`src/rtl/acp_pkg.sv`:
```
// Package for the active-clamp PWM sequencer: timing counts, states, widths.
// Assumes a 40 MHz system clock; analog levels arrive as comparator bits.
package acp_pkg;
  localparam int unsigned CLK_HZ = 40000000;
  localparam int unsigned CLK_PS = 25000;
  // Ramp timing per ohm of timing resistor: charge in hundredths of ps, discharge in ps
  localparam int unsigned ON_PS_PER_OHM_X100 = 3733;
  localparam int unsigned OFF_PS_PER_OHM = 16;
  localparam int unsigned RON_OHM = 50000;
  localparam int unsigned ROFF_OHM = 20000;
  localparam int unsigned CHG_CYC_RAW = (RON_OHM * ON_PS_PER_OHM_X100) / (100 * CLK_PS);
  localparam int unsigned DIS_CYC_RAW = (ROFF_OHM * OFF_PS_PER_OHM) / CLK_PS;
  localparam int unsigned CHG_CYC = (CHG_CYC_RAW < 1) ? 1 : CHG_CYC_RAW;
  localparam int unsigned DIS_CYC = (DIS_CYC_RAW < 1) ? 1 : DIS_CYC_RAW;
  localparam int unsigned CNT_W = 16;
  // Sync pulse minimum width, ns, rounded up to cycles
  localparam int unsigned SYNC_MIN_NS = 50;
  localparam int unsigned SYNC_MIN_CYC = (SYNC_MIN_NS * 1000 + CLK_PS - 1) / CLK_PS;
  localparam int unsigned SYNC_STUCK_CYC = 4 * (CHG_CYC + DIS_CYC);
  localparam int unsigned SYNC_W = 3;
  localparam int unsigned ZERO_W = 0;

  typedef enum logic [3:0] {
    ACP_OFF = 4'h1,
    ACP_RUN = 4'h2,
    ACP_UVDIS = 4'h4,
    ACP_OVDIS = 4'h8
  } acp_state_e;
endpackage : acp_pkg

```
`src/rtl/acp_sync_if.sv`:
```
// Interface carrying synchronised comparator levels from the input stage.
// Assumes one clock domain; the filter module drives, the core reads.
`timescale 1ns/1ps
interface acp_sync_if;
  logic [7:0] lvl;
  modport src (output lvl);
  modport dst (input lvl);
endinterface : acp_sync_if

```
`src/rtl/acp_pwm_seq.sv`:
```
// Sequencer core of a peak current-mode active-clamp PWM controller.
// Assumes analog comparators deliver asynchronous digital levels; rst is the
// supply_low_lockout release.
`timescale 1ns/1ps
module acp_pwm_seq
  import acp_pkg::*;
(
  input wire logic clk,
  input wire logic rst,
  input wire logic lineUnderSense,
  input wire logic lineOverSense,
  input wire logic refGood,
  input wire logic csLimit,
  input wire logic fbAboveZero,
  input wire logic ssAboveLow,
  input wire logic ssAboveCtl,
  input wire logic syncIn,
  input wire logic [CNT_W-1:0] pwmCmp,
  input wire logic [CNT_W-1:0] clampStep,
  output logic mainGate,
  output logic clampGate,
  output logic ssCharge,
  output logic ssDischarge,
  output logic rampCharging
);
  acp_sync_if syncBus ();
  acp_in_sync u_sync (
    .clk(clk),
    .rst(rst),
    .rawIn({syncIn, ssAboveCtl, ssAboveLow, fbAboveZero, csLimit, refGood,
            lineOverSense, lineUnderSense}),
    .syncOut(syncBus.src)
  );

  wire logic line_under_sense = syncBus.lvl[0];
  wire logic line_over_sense = syncBus.lvl[1];
  wire logic refOk = syncBus.lvl[2];
  wire logic csHi = syncBus.lvl[3];
  wire logic fbOk = syncBus.lvl[4];
  wire logic ssLow = ~syncBus.lvl[5];
  wire logic ssInBand = syncBus.lvl[6];
  wire logic syncLvl = syncBus.lvl[7];

  acp_state_e state_ff;
  acp_state_e nxt_state;
  logic charging_ff;
  logic [CNT_W-1:0] rampCnt_ff;
  logic syncPrev_ff;
  logic [CNT_W-1:0] stuckCnt_ff;
  logic skip_ff;
  logic [CNT_W-1:0] uvClampExt_ff;
  logic mainGate_ff;
  logic clampGate_ff;
  logic ssCharge_ff;
  logic ssDischarge_ff;

  localparam logic [CNT_W-1:0] CHG_END = CNT_W'(CHG_CYC - 1);
  localparam logic [CNT_W-1:0] DIS_END = CNT_W'(DIS_CYC - 1);
  localparam logic [CNT_W-1:0] STUCK_END = CNT_W'(SYNC_STUCK_CYC);
  localparam logic [CNT_W-1:0] CNT_ONE = CNT_W'(1);

  // Oscillator: sync edge only shortens the charge; counts fixed in both modes
  wire logic syncRise = syncLvl & ~syncPrev_ff;
  wire logic syncStuck = (stuckCnt_ff == STUCK_END);
  wire logic chargeDone = charging_ff & ((rampCnt_ff == CHG_END) | syncRise);
  // High sync holds the ramp flat at its valley, as an over-wide pulse does
  wire logic valleyHit = ~charging_ff & (rampCnt_ff == DIS_END) & ~syncLvl;
  wire logic [CNT_W-1:0] nxt_ramp = (chargeDone | valleyHit) ? {CNT_W{1'b0}}
                                   : (~charging_ff & (rampCnt_ff == DIS_END)) ? rampCnt_ff
                                   : rampCnt_ff + CNT_ONE;
  wire logic nxt_charging = chargeDone ? 1'b0 : (valleyHit ? 1'b1 : charging_ff);
  wire logic [CNT_W-1:0] nxt_stuck = ~syncLvl ? {CNT_W{1'b0}}
                                    : (syncStuck ? stuckCnt_ff : stuckCnt_ff + CNT_ONE);

  wire logic lineOk = ~line_under_sense & ~line_over_sense;
  wire logic permit = refOk & ~csHi & fbOk & lineOk;
  always_comb begin
    nxt_state = state_ff;
    case (state_ff)
      ACP_OFF: if (line_over_sense) nxt_state = ACP_OVDIS;
               else if (refOk & lineOk) nxt_state = ACP_RUN;
      ACP_RUN: if (line_over_sense) nxt_state = ACP_OVDIS;
               else if (line_under_sense) nxt_state = ACP_UVDIS;
      ACP_UVDIS: if (line_over_sense) nxt_state = ACP_OVDIS;
                 else if (ssLow & ~line_under_sense) nxt_state = ACP_RUN;
      ACP_OVDIS: if (ssLow & ~line_over_sense) nxt_state = ACP_OFF;
      default: nxt_state = ACP_OFF;
    endcase
  end

  // Zero duty demand latched at cycle start skips main and clamp together
  wire logic cycleStart = valleyHit;
  wire logic uvDis = (state_ff == ACP_UVDIS);
  // Undervoltage itself must not skip cycles, or the clamp charge would stay stranded
  wire logic dutyOk = refOk & ~csHi & fbOk & ~line_over_sense & (~line_under_sense | uvDis) & ssInBand;
  wire logic nxt_skip = cycleStart ? ~dutyOk : skip_ff;
  wire logic running = (state_ff == ACP_RUN) & ~syncStuck;
  wire logic mainOn = running & charging_ff & ~skip_ff & permit & ssInBand
                      & (rampCnt_ff < pwmCmp);
  // Clamp widens by clampStep each cycle during undervoltage discharge, until the next step would pass CHG_END, by eating into the
  // former main slot, so clamp voltage is never held long across the core
  wire logic uvClampOn = (state_ff == ACP_UVDIS) & ~syncStuck & ~skip_ff
                         & (~charging_ff | (rampCnt_ff < uvClampExt_ff));
  wire logic clampOn = (running & ~skip_ff & ~mainOn) | uvClampOn;
  wire logic [CNT_W-1:0] nxt_uvExt = (state_ff != ACP_UVDIS) ? {CNT_W{1'b0}}
                                    : (cycleStart & (uvClampExt_ff <= CHG_END - clampStep))
                                      ? uvClampExt_ff + clampStep : uvClampExt_ff;
  wire logic nxt_ssChg = (state_ff == ACP_RUN) | ((state_ff == ACP_OFF) & refOk & lineOk);
  // Main is launched only into a cycle that is still charging, so the registered
  // gate never spills into the first discharge cycle
  wire logic mainNext = mainOn & nxt_charging & ~line_over_sense & ~line_under_sense;
  wire logic nxt_ssDis = (nxt_state == ACP_UVDIS) | (nxt_state == ACP_OVDIS);

  always_ff @(posedge clk) begin
    if (rst) begin
      state_ff <= ACP_OFF;
      charging_ff <= 1'b1;
      rampCnt_ff <= {CNT_W{1'b0}};
      syncPrev_ff <= 1'b0;
      stuckCnt_ff <= {CNT_W{1'b0}};
      skip_ff <= 1'b1;
      uvClampExt_ff <= {CNT_W{1'b0}};
    end else begin
      state_ff <= nxt_state;
      charging_ff <= nxt_charging;
      rampCnt_ff <= nxt_ramp;
      syncPrev_ff <= syncLvl;
      stuckCnt_ff <= nxt_stuck;
      skip_ff <= nxt_skip;
      uvClampExt_ff <= nxt_uvExt;
    end
  end

  // Overvoltage forces gates low on the very next edge
  always_ff @(posedge clk) begin
    if (rst) begin
      mainGate_ff <= 1'b0;
      clampGate_ff <= 1'b0;
      ssCharge_ff <= 1'b0;
      ssDischarge_ff <= 1'b0;
    end else begin
      mainGate_ff <= mainNext;
      clampGate_ff <= clampOn & ~line_over_sense & ~mainOn;
      ssCharge_ff <= nxt_ssChg;
      ssDischarge_ff <= nxt_ssDis;
    end
  end

  assign mainGate = mainGate_ff;
  assign clampGate = clampGate_ff;
  assign ssCharge = ssCharge_ff;
  assign ssDischarge = ssDischarge_ff;
  assign rampCharging = charging_ff;

  a_main_ramp_off: assert property (@(posedge clk) disable iff (rst)
    !charging_ff |-> !mainGate_ff)
    else $error("main on during ramp reset");
  a_ov_gates_off: assert property (@(posedge clk) disable iff (rst)
    line_over_sense |=> !mainGate_ff && !clampGate_ff)
    else $error("gate on during overvoltage");
  a_ov_hold_off: assert property (@(posedge clk) disable iff (rst)
    state_ff == ACP_OVDIS |=> !mainGate_ff && !clampGate_ff)
    else $error("gate on in ov");
  a_uv_main_off: assert property (@(posedge clk) disable iff (rst)
    state_ff == ACP_UVDIS |=> !mainGate_ff)
    else $error("main on during uv");
  a_gates_exclusive: assert property (@(posedge clk) disable iff (rst)
    !(mainGate_ff && clampGate_ff))
    else $error("main and clamp both on");
  a_skip_both: assert property (@(posedge clk) disable iff (rst)
    skip_ff |=> !mainGate_ff && !clampGate_ff)
    else $error("skip not on both");
  a_stuck_off: assert property (@(posedge clk) disable iff (rst)
    syncStuck |=> !mainGate_ff && !clampGate_ff)
    else $error("sync stuck gates on");
  a_charge_len: assert property (@(posedge clk) disable iff (rst)
    charging_ff |-> rampCnt_ff <= CHG_END)
    else $error("charge exceeds count");
  a_sync_end: assert property (@(posedge clk) disable iff (rst)
    charging_ff && syncRise |=> !charging_ff)
    else $error("sync edge ignored");
  a_ov_ss_dis: assert property (@(posedge clk) disable iff (rst)
    state_ff == ACP_RUN && line_over_sense |=> ssDischarge_ff)
    else $error("no ss discharge");
  a_permit_main: assert property (@(posedge clk) disable iff (rst)
    !permit |=> !mainGate_ff)
    else $error("main on without permit");
  a_band_main: assert property (@(posedge clk) disable iff (rst)
    !ssInBand |=> !mainGate_ff)
    else $error("main on outside soft-start band");
  a_uv_clamp_on: assert property (@(posedge clk) disable iff (rst)
    uvDis && !charging_ff && !skip_ff && !syncStuck && !line_over_sense |=> clampGate_ff)
    else $error("clamp idle during uv discharge");
  a_uv_ss_dis: assert property (@(posedge clk) disable iff (rst)
    uvDis |-> ssDischarge_ff)
    else $error("no ss discharge in uv");
  a_ov_wait: assert property (@(posedge clk) disable iff (rst)
    state_ff == ACP_OVDIS && (line_over_sense || !ssLow) |=> state_ff == ACP_OVDIS)
    else $error("ov left too early");
  a_valley_start: assert property (@(posedge clk) disable iff (rst)
    !charging_ff && rampCnt_ff == DIS_END && !syncLvl |=> charging_ff)
    else $error("no charge at valley");
  a_dis_hold: assert property (@(posedge clk) disable iff (rst)
    !charging_ff && rampCnt_ff != DIS_END |=> !charging_ff)
    else $error("discharge cut short");
  a_uv_ext_grow: assert property (@(posedge clk) disable iff (rst)
    uvDis && nxt_state == ACP_UVDIS && cycleStart |=> uvClampExt_ff >= $past(uvClampExt_ff))
    else $error("clamp extension shrank");
endmodule : acp_pwm_seq

```
`src/rtl/acp_in_sync.sv`:
```
// Three-stage synchroniser bank for asynchronous comparator and sync inputs.
// Assumes inputs are raw levels from outside the clk domain.
`timescale 1ns/1ps
module acp_in_sync
  import acp_pkg::*;
(
  input wire logic clk,
  input wire logic rst,
  input wire logic [7:0] rawIn,
  acp_sync_if.src syncOut
);
  logic [7:0] s1_ff;
  logic [7:0] s2_ff;
  logic [7:0] s3_ff;
  logic [7:0] lvl_ff;
  wire logic [7:0] agree = ~(s2_ff ^ s3_ff);
  wire logic [7:0] nxt_lvl = (agree & s3_ff) | (~agree & lvl_ff);

  // First stage feeds only the second; a change counts once stages 2 and 3 agree
  always_ff @(posedge clk) begin
    if (rst) begin
      s1_ff <= 8'h00;
      s2_ff <= 8'h00;
      s3_ff <= 8'h00;
      lvl_ff <= 8'h00;
    end else begin
      s1_ff <= rawIn;
      s2_ff <= s1_ff;
      s3_ff <= s2_ff;
      lvl_ff <= nxt_lvl;
    end
  end
  assign syncOut.lvl = lvl_ff;
endmodule : acp_in_sync

```
`config.mk`:
```
export PLATFORM = sky130hd
export DESIGN_NAME = acp_pwm_seq
export DESIGN_NICKNAME = d
export VERILOG_FILES = /design/src/rtl/acp_pkg.sv /design/src/rtl/acp_sync_if.sv /design/src/rtl/acp_pwm_seq.sv /design/src/rtl/acp_in_sync.sv
export SDC_FILE = /design/constraint.sdc
export NUM_CORES = 1
export LEC_CHECK = 0
export BUFFER_PORTS_ARGS = -buffer_cell sky130_fd_sc_hd__buf_4
export CELL_PAD_IN_SITES_DETAIL_PLACEMENT = 0
export CELL_PAD_IN_SITES_GLOBAL_PLACEMENT = 1
export CORE_ASPECT_RATIO = 1.4
export CORE_MARGIN = 3
export CORE_UTILIZATION = 51
export CTS_BUF_LIST = sky130_fd_sc_hd__clkbuf_8
export CTS_CLUSTER_SIZE = 12
export DETAILED_ROUTE_END_ITERATION = 16
export GPL_ROUTABILITY_DRIVEN = 0
export GPL_TIMING_DRIVEN = 0
export PLACE_DENSITY_LB_ADDON = 0.05
export SYNTH_ARGS = -nofsm -noshare
export SYNTH_HDL_FRONTEND = slang
export SYNTH_SLANG_ARGS = --single-unit
```
`constraint.sdc`:
```
create_clock -name clk -period 8 [get_ports clk]
set_clock_uncertainty 0.15 [all_clocks]
set_input_delay 0.8 -clock clk [delete_from_list [all_inputs] [get_ports clk]]
set_output_delay 0.8 -clock clk [all_outputs]
set_load 0.03 [all_outputs]
```
== Word-level counts from Yosys, hierarchy flattened ==
Cells that the tools add are included.

* Add/sub/neg operators: 4
* Magnitude comparators: 3
* Equality and inequality tests: 10
* Muxes and demuxes: 10
* Bitwise logic cells: 57
* Reductions and logical operators: 3

{| class="wikitable"
|+ Operators with widths
! operator !! number
|-
| $and A1 B1 Y1 || 33
|-
| $add A16 B1 Y16 const B || 2
|-
| $lt A16 B16 Y1 || 2
|-
| $mux W4 || 7
|-
| $add A16 B16 Y16 || 1
|-
| $and A8 B8 Y8 || 2
|-
| $eq A16 B4 Y1 const B || 1
|-
| $eq A16 B7 Y1 const B || 1
|-
| $eq A16 B9 Y1 const B || 1
|-
| $le A16 B16 Y1 || 1
|-
| $not A8 Y8 || 2
|-
| $pmux W4 S4 || 1
|-
| $sub A7 B16 Y16 const A || 1
|-
| $not A1 Y1 || 11
|-
| $eq A4 B3 Y1 const B || 2
|-
| $eq A4 B4 Y1 const B || 2
|-
| $or A8 B8 Y8 || 1
|-
| $xor A8 B8 Y8 || 1
|-
| $or A1 B1 Y1 || 7
|-
| $reduce_or A2 Y1 || 3
|-
| $eq A4 B1 Y1 const B || 1
|-
| $eq A4 B2 Y1 const B || 1
|-
| $ne A4 B3 Y1 const B || 1
|-
| $mux W1 || 2
|}

* Register bits: 91
* Bits of input ports: 42
* Output and inout bits: 5
* Logic and storage cells: 102

== Logic depth before layout (Yosys ltp) ==
* Word-level depth: 13
* Gate-level depth with buffers: 16
* Mapped depth without buffers: 15

== Hierarchy ==
From an unflattened synthesis, not the netlist that was laid out.

* Cells, all modules: 665
* Area total of the unflattened synthesis: 5691.7 sq um

{| class="wikitable"
|+ By module, submodules not included
! module !! instances !! cells each !! area an instance (sq um)
|-
| acp_pwm_seq || 1 || 582 || 4768.3
|-
| acp_in_sync || 1 || 83 || 923.4
|}

== Least setup slack after synthesis ==
Ideal clock, no wire load.

* Path kind: input to register
* From: input clampStep[7]
* To: register uvClampExt_ff[4]
* Library setup time: 0.070 ns
* Data arrival time: 3.575 ns
* Data required time: 7.780 ns
* Setup slack: 4.205 ns
* Stages: 14
* Path buffers: 1
* Path through: or4_1 > or3_1 > nand2b_4 > nor3_2 > xor2_1 > ha_1 > nand4_1 > nor2_1 > a211oi_1 > nand3_1 > a21oi_2 > buf_4 > nand2_1 > a21oi_1

* Cells in the longest elaborated chain, start to end: 3

{| class="wikitable"
|+ RTL lines
! what !! line !! text
|-
| start, declared || acp_pwm_seq.sv:19 || <nowiki>input wire logic [CNT_W-1:0] clampStep,</nowiki>
|-
| $sub A7 B16 Y16 || acp_pwm_seq.sv:106 || <nowiki>: (cycleStart & (uvClampExt_ff <= CHG_END - clampStep))</nowiki>
|-
| $le A16 B16 Y1 || acp_pwm_seq.sv:106 ||
|-
| $and A1 B1 Y1 || acp_pwm_seq.sv:106 ||
|-
| end signal, assigned || acp_pwm_seq.sv:122 || <nowiki>uvClampExt_ff <= {CNT_W{1'b0}};</nowiki>
|-
| end signal, assigned || acp_pwm_seq.sv:130 || <nowiki>uvClampExt_ff <= nxt_uvExt;</nowiki>
|-
| end, declared || acp_pwm_seq.sv:51 || <nowiki>logic [CNT_W-1:0] uvClampExt_ff;</nowiki>
|}

Every way passes these cells.
A chain may end at the register's enable or synchronous reset.

== Final worst setup path ==
* From: input clampStep[7]
* To: register uvClampExt_ff[3]

The elaborated chain is that of the path after synthesis.

==> reports/results.txt <==
Avg Cell Area, Syn: 8.30 sq um
Status: completed
Final ANT Viol Nets: 0
Layout cells sized above 1: 11.2%
Routed wire length per instance: 14.4 um
Worst-path clk slew: 90 ps
Achievable Freq: 0.245 GHz
Setup TNS: 0 ps
Main combinational cell family by area after synthesis: simple AND/OR/NAND/NOR gates
Total number of vias: 4817
Vias per inst: 5.50
Worst hold path type: flip-flop to flip-flop
Synth Area in Adders: 15.1%
Input/output buffers: 46
TritonRoute pass-1 iters: 4
Startpoint Class: input pin
Worst Max-Slew Pin Slew: 558 ps
Req. time, crit path: 8140 ps
CTS Buf Count: 9
Clk_lat worst skew: 360 ps
Pint: 0.674 mW
Final setup violation count: 0
1st-iter DRT viols: 124
Met3 usage: 2.83%
Final instance area: 6350 sq um
Critical path type: input pin to flip-flop
Hold Vio Cnt, Final: 0
R2R Path Start: uvClampExt_ff[1]
Initial cell density of the core: 53.1%
Met1 Use GR: 24.8%
Syn Nets: 785
Global-route wire length before repair: 21.2 mm
Max-Cap Viols: 0
Yosys reg bits: 91
Clk buf depth: 2
Logic pwr share: 8.5%
Min Tclk post-route: 4080 ps
Area Growth Syn to Fin: 13.2%
Fin crit share: 51.0%
Seq pwr share: 52.3%
Switching power of the nets: 0.213 mW
Die X: 94.6 um
Post-synthesis mux area share: 0.178%
H-tree depth: 3
Sw frac: 24.0%
Rel. slew slack: 62.6%
Flop2flop setup slack: 5450 ps
YS warnings: 0
Hpwl dp: 9.91 mm
Congestion Overflow GR: 0
Site Rows: 44
Pleak: 2.62 nW
Synth Area in Compound Gates: 16.1%
Die Ht: 130 um
Vias in the first global route: 4663
Root buffer cell: clkbuf_8
Routed wire length: 12.6 mm
Power Density: 140 nW/um^2
Post-synth EDFFs: 0
Worst r2r path cells: 9
FFs w/ async S/R, synth: 0%
Most frequent cells in the layout: dfxtp_1 (91), nand2_1 (70), ha_1 (66), a21oi_1 (60), nor2_1 (59)
Nets: 842
Ant diodes: 0
Post-CTS Resized: 0
Crit. Startpoint: clampStep[7]
VDD IR max: 0.137 mV
Initial antenna violation count: 0
Synth Instances: 676
Instance area at placement: 6130 sq um
RSZ-0062 raised after global routing: no
Clk sink count: 91
Clock Power Share: 39.3%
Post-Syn Area: 5610 sq um
Crit end category: flip-flop
Overall routing resource usage: 21.6%
Terminus of the critical flop-to-flop path: uvClampExt_ff[12]
TritonCTS clock tree: done
# DRC: 0
Final slew viol count: 0
Top Ports: 47
Simple-gate share of the synthesized area: 23.9%
Core ar.: 10600 sq um
Post-CTS Hold Buffers: 0
Commonest non-fill, non-tap cell in the layout: dfxtp_1
GR Util met2: 39.5%
Seq/Total Area, Yosys: 32.5%
Fin util: 60.1%
Crit Path Max Fanout: 10
Top FF cell, synth: dfxtp_1
Post-synthesis cell type count: 64
Pwr Total: 0.888 mW
Critical Path Sink: uvClampExt_ff[3]
Largest net degree at the start of global routing: 17
Xor/xnor cell area share of the yosys netlist: 7.65%
Post-CTS setup buffer count: 0
Busiest grt layer: met2
Total Die Area: 12300 sq um
WP data arrival: 4220 ps
-- kinds of logic (layout without fill, tap and decap cells) --
| kind of cell | after synthesis | count (layout) |
|---|---|---|
| muxes | 1 | 1 |
| buffers and inverters | 65 | 127 |
| adders and majority gates | 67 | 67 |
| and+or+nand+nor | 254 | 254 |
| DFF | 91 | 91 |
| xor gates and xnor gates | 49 | 49 |
| AOI/OAI and AO/OA | 149 | 149 |
-- worst min path at each step --
stage	start	endpoint	slack, ps	cells after the start
6_report	u_sync.s1_ff[6]	u_sync.s2_ff[6]	290	1
5_1_grt	u_sync.s1_ff[3]	u_sync.s2_ff[3]	310	1
3_3_place_gp	u_sync.s1_ff[6]	u_sync.s2_ff[6]	270	1
2_1_floorplan	u_sync.s1_ff[0]	u_sync.s2_ff[0]	260	1
4_1_cts	u_sync.s1_ff[0]	u_sync.s2_ff[0]	300	1
3_5_place_dp	u_sync.s1_ff[0]	u_sync.s2_ff[0]	270	1
-- synthesized netlist by cell type, types with 4 or more instances --
library cell / number / share of area, %
xor2_1: 26 / 4.1
nand2b_1: 7 / 0.78
nor2_1: 59 / 3.9
o211ai_1: 4 / 0.54
nor2b_1: 30 / 3.3
nand4_1: 10 / 1.1
inv_1: 50 / 3.3
nand2_1: 70 / 4.7
o21bai_1: 4 / 0.54
o21ai_0: 33 / 2.9
o21ai_1: 7 / 0.62
ha_1: 66 / 15
xnor2_1: 23 / 3.6
a21o_1: 5 / 0.67
nand3_1: 23 / 2.1
and3_1: 11 / 1.2
clkbuf_1: 11 / 0.74
dfxtp_1: 91 / 32
a21oi_1: 60 / 5.4
a211oi_1: 5 / 0.67
nor3_1: 9 / 0.80
or3_1: 5 / 0.56
o21a_1: 4 / 0.54
a31oi_1: 5 / 0.56
-- power groups by stage --
| stage | Combinational (mW) | Sequential [mW] | Clock (mW) |
|---|---|---|---|
| 2_1_floorplan | 0.0449 | 0.473 | 0 |
| 3_3_place_gp | 0.0732 | 0.474 | 0 |
| 3_5_place_dp | 0.0758 | 0.475 | 0 |
| 4_1_cts | 0.0761 | 0.464 | 0.358 |
| 5_1_grt | 0.0863 | 0.465 | 0.376 |
| 6_report | 0.0751 | 0.464 | 0.349 |
-- layer usage --
| layer | vias to the layer above | part of all wire, % |
|---|---|---|
| met5 | - | 0 |
| met4 | 0 | 2.2 |
| met3 | 21 | 2.7 |
| met2 | 87 | 52 |
| met1 | 2240 | 44 |
| li1 | 2469 | - |
-- registers in the layout, summed over array words and instances (netlist names), named ones only --
| signal | count |
|---|---|
| clampGate | 1 |
| mainGate | 1 |
| rampCharging | 1 |
| rampCnt_ff | 16 |
| skip_ff | 1 |
| ssCharge | 1 |
| ssDischarge | 1 |
| state_ff | 4 |
| stuckCnt_ff | 16 |
| syncPrev_ff | 1 |
| u_sync.s1_ff | 8 |
| u_sync.s2_ff | 8 |
| u_sync.s3_ff | 8 |
| uvClampExt_ff | 16 |
-- final cells by class --
cell class              instances  area (sq um)
plain buffers                  15          70.1
clock buffers                   9           124
clock inverters                 7          98.8
fillers                      1013          4220
inverters                      50           188
multi-input cells             520          3530
flip-flops and latches         91          1820
well taps                     138           173
repair buffers                 46           345
-- per-stage QoR --
stage               std cells  setup WS (ps)  hold slack, ps
CTS                       876           3960             298
global route              876           3630             307
floorplan                 676           4200             264
detailed placement        860           3590             274
finish                    876           3920             293
global placement          860           3570             266
-- worst max-delay path: stages --
cell and delay [ps]:
buf_4 140, or4_1 570, or3_1 350, nand2b_4 160, nor3_2 140, xor2_1 170
ha_1 260, nand4_1 190, nor2_1 80, a211oi_1 500, nand3_1 180, a21oi_2 260
buf_4 230, nand2_1 70, a21oi_1 130
Power figures use the tool's default switching activity.
